## config.mk

```make
export PLATFORM = sky130hd
export DESIGN_NAME = bf_detector
export DESIGN_NICKNAME = d
export VERILOG_FILES = /design/src/bf_pkg.sv /design/src/bf_detector.sv /design/src/bf_ms_timer.sv
export SDC_FILE = /design/constraint.sdc
export NUM_CORES = 1
export LEC_CHECK = 0
export BUFFER_PORTS_ARGS = -buffer_cell sky130_fd_sc_hd__buf_2
export CORE_AREA = 8 8 200 202
export CTS_BUF_LIST = sky130_fd_sc_hd__clkbuf_4
export CTS_CLUSTER_DIAMETER = 80
export DETAILED_ROUTE_END_ITERATION = 6
export DIE_AREA = 0 0 208 210
export PLACE_DENSITY = 0.83
export SLEW_MARGIN = 30
export SYNTH_ARGS = -nofsm -noshare
export SYNTH_HDL_FRONTEND = slang
export SYNTH_SLANG_ARGS = --single-unit
```

## constraint.sdc

```tcl
create_clock -name clk_i -period 5 [get_ports clk_i]
set_input_delay 0 -clock clk_i [delete_from_list [all_inputs] [get_ports clk_i]]
set_output_delay 0 -clock clk_i [all_outputs]
set_load 0.02 [all_outputs]
```

## src/bf_pkg.sv

```systemverilog
/*
 * Shared constants and carrier types for the breaker failure detector:
 * register offsets, field positions, reset values, timing figures and the
 * packed structs that carry current magnitudes and status operands.
 * Assumes a 100 MHz processing clock and currents in steps of 0.001 pu.
 */
`default_nettype none
package bf_pkg;

    // ------------------------------------------------------------------
    // Timing
    // ------------------------------------------------------------------
    localparam int CLK_PERIOD_NS = 10;
    localparam int TICK_NS = 1000000; // One millisecond timer step.
    localparam int TICK_CYCLES = TICK_NS / CLK_PERIOD_NS;
    localparam int DELAY_W = 16; // 0.000 to 65.535 s in 1 ms steps.
    localparam int LEVEL_W = 16; // 0.000 to 65.535 pu in 0.001 pu steps.

    // ------------------------------------------------------------------
    // Register map (byte addresses)
    // ------------------------------------------------------------------
    localparam logic [7:0] CTRL_ADDR = 8'h00;
    localparam logic [7:0] DELAY_BASE = 8'h04; // Five delay words follow.
    localparam logic [7:0] LEVEL_BASE = 8'h18; // Six level words follow.
    localparam logic [7:0] STATUS_ADDR = 8'h30;
    localparam int NUM_DELAYS = 5;
    localparam int NUM_LEVELS = 6;

    // Delay word indices.
    localparam int DLY_T1 = 0;
    localparam int DLY_T2 = 1;
    localparam int DLY_T3 = 2;
    localparam int DLY_LOWSET = 3;
    localparam int DLY_DROPOUT = 4;

    // Level word indices.
    localparam int LVL_PH_SUPV = 0;
    localparam int LVL_N_SUPV = 1;
    localparam int LVL_PH_HI = 2;
    localparam int LVL_N_HI = 3;
    localparam int LVL_PH_LO = 4;
    localparam int LVL_N_LO = 5;

    // ------------------------------------------------------------------
    // Control word fields
    // ------------------------------------------------------------------
    localparam int CTRL_EN_BIT = 0;
    localparam int CTRL_3POLE_BIT = 1;
    localparam int CTRL_SRC_LSB = 2;
    localparam int CTRL_SUPV_BIT = 4;
    localparam int CTRL_SEAL_BIT = 5;
    localparam int CTRL_T1_BIT = 6;
    localparam int CTRL_T2_BIT = 7;
    localparam int CTRL_T3_BIT = 8;
    localparam int CTRL_W = 9;
    localparam logic [CTRL_W-1:0] CTRL_RST = 9'h1F0;
    localparam logic [DELAY_W-1:0] DELAY_RST = 16'h0000;
    localparam logic [LEVEL_W-1:0] LEVEL_RST = 16'h041A; // 1.050 pu.

    // Measurement source choices.
    localparam logic [1:0] LINE_SOURCE_SELECT = 2'h0;
    localparam logic [1:0] FIRST_BREAKER_SOURCE = 2'h1;
    localparam logic [1:0] SECOND_BREAKER_SOURCE = 2'h2;

    // ------------------------------------------------------------------
    // Carrier types
    // ------------------------------------------------------------------
    typedef struct packed {
        logic [2:0][LEVEL_W-1:0] phase;
        logic [LEVEL_W-1:0] neutral;
    } meas_s;

    typedef struct packed {
        logic initiated;
        logic early_op;
        logic main_op;
        logic slow_op;
        logic hiset_op;
        logic lowset_op;
        logic failed;
        logic trip;
    } status_s;

    localparam int STATUS_W = 8;

endpackage : bf_pkg

`default_nettype wire

```

## src/bf_detector.sv

```systemverilog
/*
 * Breaker failure detector: initiation with optional current supervision and
 * seal-in, three individually enabled delayed paths, high-set and low-set
 * current checks, re-trip and a failure trip sealed in by a dropout timer.
 * Assumes operands and current magnitudes are synchronous to clk_i.
 */
`timescale 1ns/1ps
`default_nettype none

module bf_detector #(
    parameter int TICK_CYCLES = bf_pkg::TICK_CYCLES,
    parameter int DELAY_W = bf_pkg::DELAY_W,
    parameter int LEVEL_W = bf_pkg::LEVEL_W
) (
    input wire logic clk_i,
    input wire logic nrst_i,
    input wire logic [7:0] addr_i,
    input wire logic [31:0] wdata_i,
    input wire logic wr_i,
    input wire logic rd_i,
    output logic [31:0] rdata_o,
    input wire bf_pkg::meas_s [2:0] src_i,
    input wire logic initiate_3p_i,
    input wire logic [2:0] initiate_ph_i,
    input wire logic block_i,
    input wire logic bkr_pos1_i,
    input wire logic bkr_pos2_i,
    input wire logic test_on_i,
    output logic [2:0] retrip_o,
    output logic trip_o,
    output bf_pkg::status_s status_o
);

    localparam int TW = $clog2(TICK_CYCLES);

    logic [bf_pkg::CTRL_W-1:0] ctrl;
    logic [DELAY_W-1:0] delay [bf_pkg::NUM_DELAYS];
    logic [LEVEL_W-1:0] level [bf_pkg::NUM_LEVELS];
    logic [TW-1:0] tick_cnt;
    logic tick;
    logic func_en;
    logic three_pole;
    logic [1:0] src_sel;
    logic active;
    bf_pkg::meas_s meas;
    logic supv_det;
    logic hi_det;
    logic lo_det;
    logic init_raw;
    logic init_ok;
    logic seal;
    logic initiated;
    logic [2:0] ph_init;
    logic t1_done;
    logic t2_done;
    logic t3_done;
    logic lowset_done;
    logic cur_fault;
    logic early_op;
    logic main_op;
    logic slow_op;
    logic failed;
    logic trip_hold;
    logic dropout_done;

    // ------------------------------------------------------------------
    // Register port
    // ------------------------------------------------------------------
    // Control word written by software.
    always_ff @(posedge clk_i or negedge nrst_i) begin
        if (!nrst_i) begin
            ctrl <= bf_pkg::CTRL_RST;
        end else if (wr_i && (addr_i == bf_pkg::CTRL_ADDR)) begin
            ctrl <= wdata_i[bf_pkg::CTRL_W-1:0];
        end
    end

    // Delay words, one millisecond per count.
    always_ff @(posedge clk_i or negedge nrst_i) begin
        if (!nrst_i) begin
            for (int i = 0; i < bf_pkg::NUM_DELAYS; i++) begin
                delay[i] <= bf_pkg::DELAY_RST;
            end
        end else if (wr_i) begin
            for (int i = 0; i < bf_pkg::NUM_DELAYS; i++) begin
                if (addr_i == bf_pkg::DELAY_BASE + 8'(4 * i)) begin
                    delay[i] <= wdata_i[DELAY_W-1:0];
                end
            end
        end
    end

    // Pickup levels in steps of 0.001 pu.
    always_ff @(posedge clk_i or negedge nrst_i) begin
        if (!nrst_i) begin
            for (int i = 0; i < bf_pkg::NUM_LEVELS; i++) begin
                level[i] <= bf_pkg::LEVEL_RST;
            end
        end else if (wr_i) begin
            for (int i = 0; i < bf_pkg::NUM_LEVELS; i++) begin
                if (addr_i == bf_pkg::LEVEL_BASE + 8'(4 * i)) begin
                    level[i] <= wdata_i[LEVEL_W-1:0];
                end
            end
        end
    end

    // Read data appear in the cycle after the strobe; unmapped reads give zero.
    always_ff @(posedge clk_i or negedge nrst_i) begin
        if (!nrst_i) begin
            rdata_o <= '0;
        end else if (rd_i) begin
            rdata_o <= '0;
            if (addr_i == bf_pkg::CTRL_ADDR) begin
                rdata_o <= 32'(ctrl);
            end
            if (addr_i == bf_pkg::STATUS_ADDR) begin
                rdata_o <= 32'(status_o);
            end
            for (int i = 0; i < bf_pkg::NUM_DELAYS; i++) begin
                if (addr_i == bf_pkg::DELAY_BASE + 8'(4 * i)) begin
                    rdata_o <= 32'(delay[i]);
                end
            end
            for (int i = 0; i < bf_pkg::NUM_LEVELS; i++) begin
                if (addr_i == bf_pkg::LEVEL_BASE + 8'(4 * i)) begin
                    rdata_o <= 32'(level[i]);
                end
            end
        end
    end

    // ------------------------------------------------------------------
    // Millisecond tick
    // ------------------------------------------------------------------
    // Free-running divider giving one tick per millisecond.
    always_ff @(posedge clk_i or negedge nrst_i) begin
        if (!nrst_i) begin
            tick_cnt <= '0;
        end else if (tick) begin
            tick_cnt <= '0;
        end else begin
            tick_cnt <= tick_cnt + 1'b1;
        end
    end

    assign tick = (tick_cnt == TW'(TICK_CYCLES - 1));

    // ------------------------------------------------------------------
    // Settings and current detectors
    // ------------------------------------------------------------------
    assign func_en = ctrl[bf_pkg::CTRL_EN_BIT];
    assign three_pole = ctrl[bf_pkg::CTRL_3POLE_BIT];
    assign src_sel = ctrl[bf_pkg::CTRL_SRC_LSB +: 2];
    assign active = func_en && !block_i;

    // Picks the measurement source; the unused code falls back to the line.
    always_comb begin
        case (src_sel)
            bf_pkg::FIRST_BREAKER_SOURCE: meas = src_i[1];
            bf_pkg::SECOND_BREAKER_SOURCE: meas = src_i[2];
            default: meas = src_i[0];
        endcase
    end

    // True when any phase exceeds its level, or the neutral in three-pole mode.
    function automatic logic over_level(input bf_pkg::meas_s m,
                                        input logic [LEVEL_W-1:0] ph_lvl,
                                        input logic [LEVEL_W-1:0] n_lvl,
                                        input logic tp);
        logic hit;
        hit = tp && (m.neutral > n_lvl);
        for (int p = 0; p < 3; p++) begin
            hit = hit || (m.phase[p] > ph_lvl);
        end
        return hit;
    endfunction : over_level

    // Detectors are evaluated every cycle on the selected source.
    assign supv_det = over_level(meas, level[bf_pkg::LVL_PH_SUPV],
                                 level[bf_pkg::LVL_N_SUPV], three_pole);
    assign hi_det = over_level(meas, level[bf_pkg::LVL_PH_HI],
                               level[bf_pkg::LVL_N_HI], three_pole);
    assign lo_det = over_level(meas, level[bf_pkg::LVL_PH_LO],
                               level[bf_pkg::LVL_N_LO], three_pole);

    // ------------------------------------------------------------------
    // Initiation and seal-in
    // ------------------------------------------------------------------
    // Per-phase initiates count only in single-pole mode.
    assign ph_init = three_pole ? 3'h0 : initiate_ph_i;
    assign init_raw = initiate_3p_i || (|ph_init);
    assign init_ok = active && init_raw &&
                     (!ctrl[bf_pkg::CTRL_SUPV_BIT] || supv_det);

    // Latch holds only while current stays above the supervision level.
    always_ff @(posedge clk_i or negedge nrst_i) begin
        if (!nrst_i) begin
            seal <= 1'b0;
        end else begin
            seal <= active && ctrl[bf_pkg::CTRL_SEAL_BIT] &&
                    (init_ok || seal) && supv_det;
        end
    end

    assign initiated = active && (init_ok || seal);

    // Re-trip follows initiation; single-pole re-trips only the named poles until the seal-in latches, then all three.
    always_ff @(posedge clk_i or negedge nrst_i) begin
        if (!nrst_i) begin
            retrip_o <= 3'h0;
        end else if (!initiated) begin
            retrip_o <= 3'h0;
        end else if (three_pole || initiate_3p_i || seal) begin
            retrip_o <= 3'h7;
        end else begin
            retrip_o <= ph_init;
        end
    end

    // ------------------------------------------------------------------
    // Delayed paths
    // ------------------------------------------------------------------
    bf_ms_timer #(.WIDTH(DELAY_W)) early_timer (
        .clk_i(clk_i),
        .nrst_i(nrst_i),
        .tick_i(tick),
        .run_i(initiated && ctrl[bf_pkg::CTRL_T1_BIT]),
        .delay_i(delay[bf_pkg::DLY_T1]),
        .done_o(t1_done)
    );

    bf_ms_timer #(.WIDTH(DELAY_W)) main_timer (
        .clk_i(clk_i),
        .nrst_i(nrst_i),
        .tick_i(tick),
        .run_i(initiated && ctrl[bf_pkg::CTRL_T2_BIT]),
        .delay_i(delay[bf_pkg::DLY_T2]),
        .done_o(t2_done)
    );

    bf_ms_timer #(.WIDTH(DELAY_W)) slow_timer (
        .clk_i(clk_i),
        .nrst_i(nrst_i),
        .tick_i(tick),
        .run_i(initiated && ctrl[bf_pkg::CTRL_T3_BIT] && !test_on_i),
        .delay_i(delay[bf_pkg::DLY_T3]),
        .done_o(t3_done)
    );

    // Low-set delay starts together with the high-set enable.
    bf_ms_timer #(.WIDTH(DELAY_W)) lowset_timer (
        .clk_i(clk_i),
        .nrst_i(nrst_i),
        .tick_i(tick),
        .run_i(t1_done || t2_done),
        .delay_i(delay[bf_pkg::DLY_LOWSET]),
        .done_o(lowset_done)
    );

    // High-set is live from timeout; low-set only once its delay has run out.
    assign cur_fault = hi_det || (lowset_done && lo_det);
    assign early_op = t1_done && bkr_pos1_i && cur_fault;
    assign main_op = t2_done && cur_fault;
    assign slow_op = t3_done && bkr_pos2_i;
    assign failed = active && (early_op || main_op || slow_op);

    // ------------------------------------------------------------------
    // Trip output and seal-in
    // ------------------------------------------------------------------
    // Holds the trip after failure clears until the dropout timer expires.
    always_ff @(posedge clk_i or negedge nrst_i) begin
        if (!nrst_i) begin
            trip_hold <= 1'b0;
        end else begin
            trip_hold <= active && (failed || (trip_hold && !dropout_done));
        end
    end

    bf_ms_timer #(.WIDTH(DELAY_W)) dropout_timer (
        .clk_i(clk_i),
        .nrst_i(nrst_i),
        .tick_i(tick),
        .run_i(trip_hold && !failed),
        .delay_i(delay[bf_pkg::DLY_DROPOUT]),
        .done_o(dropout_done)
    );

    // Registered trip and status operands.
    always_ff @(posedge clk_i or negedge nrst_i) begin
        if (!nrst_i) begin
            trip_o <= 1'b0;
            status_o <= '0;
        end else begin
            trip_o <= active && (failed || trip_hold);
            status_o.initiated <= initiated;
            status_o.early_op <= active && early_op;
            status_o.main_op <= active && main_op;
            status_o.slow_op <= active && slow_op;
            status_o.hiset_op <= active && (t1_done || t2_done) && hi_det;
            status_o.lowset_op <= active && lowset_done && lo_det;
            status_o.failed <= failed;
            status_o.trip <= active && (failed || trip_hold);
        end
    end

    // ------------------------------------------------------------------
    // Checks
    // ------------------------------------------------------------------
    fail_trips_a: assert property (@(posedge clk_i) disable iff (!nrst_i)
        failed |=> trip_o && status_o.failed)
        else $error("breaker failure did not raise the trip");
    disabled_quiet_a: assert property (@(posedge clk_i) disable iff (!nrst_i)
        !func_en |=> !trip_o && (retrip_o == 3'h0) && !status_o.initiated)
        else $error("disabled element drove an output");
    block_stops_a: assert property (@(posedge clk_i) disable iff (!nrst_i)
        block_i |=> !trip_o && (retrip_o == 3'h0))
        else $error("block did not stop the element");
    retrip_now_a: assert property (@(posedge clk_i) disable iff (!nrst_i)
        (init_ok && initiate_3p_i) |=> (retrip_o == 3'h7))
        else $error("initiation did not re-trip at once");
    supv_initiate_a: assert property (@(posedge clk_i) disable iff (!nrst_i)
        (ctrl[bf_pkg::CTRL_SUPV_BIT] && !supv_det && !seal) |-> !initiated)
        else $error("initiation accepted below supervision level");
    seal_release_a: assert property (@(posedge clk_i) disable iff (!nrst_i)
        (seal && !supv_det) |=> !seal)
        else $error("seal-in held without current");
    neutral_only_a: assert property (@(posedge clk_i) disable iff (!nrst_i)
        (!three_pole && (meas.phase[0] <= level[bf_pkg::LVL_PH_SUPV]) &&
         (meas.phase[1] <= level[bf_pkg::LVL_PH_SUPV]) &&
         (meas.phase[2] <= level[bf_pkg::LVL_PH_SUPV])) |-> !supv_det)
        else $error("neutral supervision acted in single-pole mode");
    slow_service_a: assert property (@(posedge clk_i) disable iff (!nrst_i)
        test_on_i |-> !slow_op)
        else $error("slow path ran with breaker out of service");
    trip_cause_a: assert property (@(posedge clk_i) disable iff (!nrst_i)
        $rose(trip_o) |-> $past(early_op || main_op || slow_op))
        else $error("trip rose with no path complete");

endmodule : bf_detector

`default_nettype wire

```

## src/bf_ms_timer.sv

```systemverilog
/*
 * Millisecond pickup timer used by every delayed path of the detector.
 * Assumes a one-cycle tick every millisecond from the parent module.
 */
`timescale 1ns/1ps
`default_nettype none

module bf_ms_timer #(
    parameter int WIDTH = bf_pkg::DELAY_W
) (
    input wire logic clk_i,
    input wire logic nrst_i,
    input wire logic tick_i,
    input wire logic run_i,
    input wire logic [WIDTH-1:0] delay_i,
    output logic done_o
);

    logic [WIDTH-1:0] count;

    // ------------------------------------------------------------------
    // Counting
    // ------------------------------------------------------------------

    // Counts ticks while running and restarts from zero when run drops.
    always_ff @(posedge clk_i or negedge nrst_i) begin
        if (!nrst_i) begin
            count <= '0;
        end else if (!run_i) begin
            count <= '0;
        end else if (tick_i && (count < delay_i)) begin
            count <= count + 1'b1;
        end
    end

    // Timeout holds while the qualifying condition stays and the count is met.
    assign done_o = run_i && (count >= delay_i);

    // ------------------------------------------------------------------
    // Checks
    // ------------------------------------------------------------------
    timer_restart_a: assert property (@(posedge clk_i) disable iff (!nrst_i)
        !run_i |=> (count == '0) && (!done_o || (delay_i == '0)))
        else $error("timer did not restart after run dropped");

    timer_zero_a: assert property (@(posedge clk_i) disable iff (!nrst_i)
        (run_i && (delay_i == '0)) |-> done_o)
        else $error("zero delay timer did not time out at once");

endmodule : bf_ms_timer

`default_nettype wire

```

==> out/metrics.csv <==
metric;value;unit
drt_iter0_drc;2498;
crit_type;register to register;
antenna_found_initial;6;
std_cell_rows;71;
synth-seq-area-share;35.5;%
reg2reg_from;ctrl[3];
p_total;6.39;mW
synth_top_area_share;32.0;%
final_util;69.0;%
power_density;251;nW/um^2
die_h;210;microns
max-cap-violations;0;
setup_violations;0;
dieWidth;208;microns
wirelength;78.4;mm
routedWlPerCell;24.4;microns
violations;design-rule violations;
rsz0062_at_grt;false;
overflow;0;
dr.pass1.iters;7;
hpwl;58.9;mm
cts-root-buf;clkbuf_4;
routabilityCongestion;1.04;
vias;20600;
cts_tree;yes;
synthArstFlopShare;100;%
grt_util_all_layers;35.0;%
clk_pin_slew_worst_paths;0.07;ns
grt_max_degree;96;
fin_crit;4.87;ns
synth_edf_count;0;
grt_pass1_vias;20800;
hold_path_class;primary input to register;
yosysMostFrequentCell;dfrtp_1;
netlist_instances;2339;
ir_worst_vdd;0.224;mV
yosys_warnings;0;
cp.arrival;5.51;ns
status;complete, but fails checks;
min_to;ctrl[0];
relSlewSlack;38.7;%
slowest_stage;dlygate4sd3_1;
crit_path_frequent_cell;o21ai_0;
layoutNonFillerInstCount;3210;
worstPathRequired;5.64;ns
yosys-top-cells-area;dfrtp_1 32%, ha_1 16%, mux2_2 9.8%, dfstp_2 3.5%, inv_1 3.4%;
critPathLaunchType;register;
netlist_area;22100;sq um
fill_cells;2789;
clock-sinks;311;
r2r_cells;16;
synth-seq-cells;311;
whs_path_depth;3;
pin_count;288;
leakage;11.9;nW
fin_nets;3195;
reg2reg_to;status_o[0];
synth_area_leader_cell;dfrtp_1;
worst_setup_path_end_kind;register;
clock_skew;0.0757;ns
min_period_over_period;97.4;%
port_buffers;255;
cpPeakStageDelay;0.57;ns
h-tree-depth;3;
crit_path_cell_trace;inv_1, ha_2, buf_12, a22oi_1, o21ai_0, ha_1, nand4_1, nor2_1, a221o_1, o311a_1, a21oi_1, buf_4, a32oi_1, nor3b_2, o21ai_0, dlygate4sd3_1;
worstPathMaxFanout;34;
core_area;37000;sq um
area_delta_synth_final;15.6;%
synthDistinctLibCells;77;
post-place-cells;3028;
postSynthAreaPerCell;9.43;sq um
yosys-top-cells-count;282 x dfrtp_1, 280 x ha_1, 198 x inv_1, 191 x mux2_2, 186 x nand2_1;
vias_per_cell;6.42;
drv_slew;0;
clk_latency;0.76;ns
die_area;43700;sq um
min_from;wr_i;
rrSetupSlack;0.13;ns
max_freq;205;MHz
max-clock-path-buffers;3;
numCtsBuffers;80;
grt_pass1_wl;119;mm
worstMarginPinSlew;0.918;ns
synth_flop_cell;dfrtp_1;
hold_viol;0;
drc;7;
drive_above_1_share;25.9;%
tns;0;ns
ant_nets;0;
initial_core_util;59.7;%
[report_power, final]
part	internal [mW]	switching (mW)	leakage (nW)
clock	1.31	1.07	0.656
combinational	0.525	0.786	7.09
sequential	2.61	0.0838	4.18
[cells by family after synthesis]
| family | Yosys count | share of synthesized area, % |
|---|---|---|
| multiplexers | 203 | 10.4 |
| buffers and inverters | 316 | 5.82 |
| other | 1 | 0.0170 |
| AO/OA/AOI/OAI | 503 | 14.8 |
| AND/OR/NAND/NOR | 638 | 14.2 |
| flip-flops | 311 | 35.5 |
| XOR/XNOR | 87 | 3.46 |
| adder cells (fa/ha/maj) | 280 | 15.9 |
[timing repair]
action | in CTS | in global routing
endpoints found under the setup margin | 0 | 1
resized for setup | 0 | 4
buffers inserted | 0 | 2
endpoints found under the hold margin | 341 | 0
hold buffers | 33 | 0
[area by class of cell]
cell class                 instances  area (sq um)  area share (%)
timing repair buffer             353          2160            8.49
multi-input combinational       1727         13100            51.2
clock inverter                    12           130           0.510
inverter                         198           743            2.92
tap                              474           593            2.33
antenna                            6          15.0          0.0589
sequential                       311          7820            30.7
clock buffer                     129           968            3.80
[through the flow]
step,hold WS (ns),setup WS (ns),instance area (sq um)
after floorplan,-0.296,1.17,22100
after global placement,0.104,0.665,24000
after detailed placement,0.121,0.542,24000
after CTS,0.0565,0.136,25400
after global routing,0.0955,0.000297,25500
final,0.100,0.128,25500
[registers in the layout, indices dropped and copies added, names as in the netlist, 9 cells and up]
register and cells:
dropout_timer.count 16, main_timer.count 16, delay 80, early_timer.count 16
slow_timer.count 16, ctrl 9, tick_cnt 17, lowset_timer.count 16
rdata_o 16, level 96
[routing by layer]
metal  global-route usage (%)  part of all wire [%]
met1                     39.9                    37
met2                     57.7                    46
met3                     10.5                    10
met4                     21.8                   6.7
met5                        0                     0
[placed cells by master (no fill, tap or decap), types with 18 or more instances in the layout]
master and count:
nand3_1 57, xnor2_1 55, mux2_2 191, nor3_1 35, xor2_1 32, a21oi_1 136, ha_1 278, and3_1 24
dlygate4sd3_1 32, nor2_1 164, nand4_1 69, o21ai_0 108, dfrtp_1 282, a22oi_1 75, clkbuf_4 129, dfstp_2 29
inv_1 198, o22ai_1 18, nand2_1 186, a21o_1 24, buf_2 254, buf_4 61, a221oi_1 19
[worst max path at each step]
stage	startpoint	to	slack, ns
final	ctrl[3]	status_o[0]	0.13
after global routing	ctrl[3]	status_o[0]	0.0003
after CTS	ctrl[3]	status_o[0]	0.14
after detailed placement	ctrl[3]	dropout_timer.count[9]	0.54
after global placement	ctrl[2]	dropout_timer.count[13]	0.66
after floorplan	ctrl[2]	dropout_timer.count[10]	1.17
[critical path: cells and delay by family (launching register included)]
family	cells	cell delay [ns]
flip-flops	1	0.48
buffers and inverters	4	1.08
adder cells (fa/ha/maj)	2	0.83
AND/OR/NAND/NOR	3	0.50
AO/OA/AOI/OAI	7	1.82
Note: power is estimated with default switching activity, not from simulation.
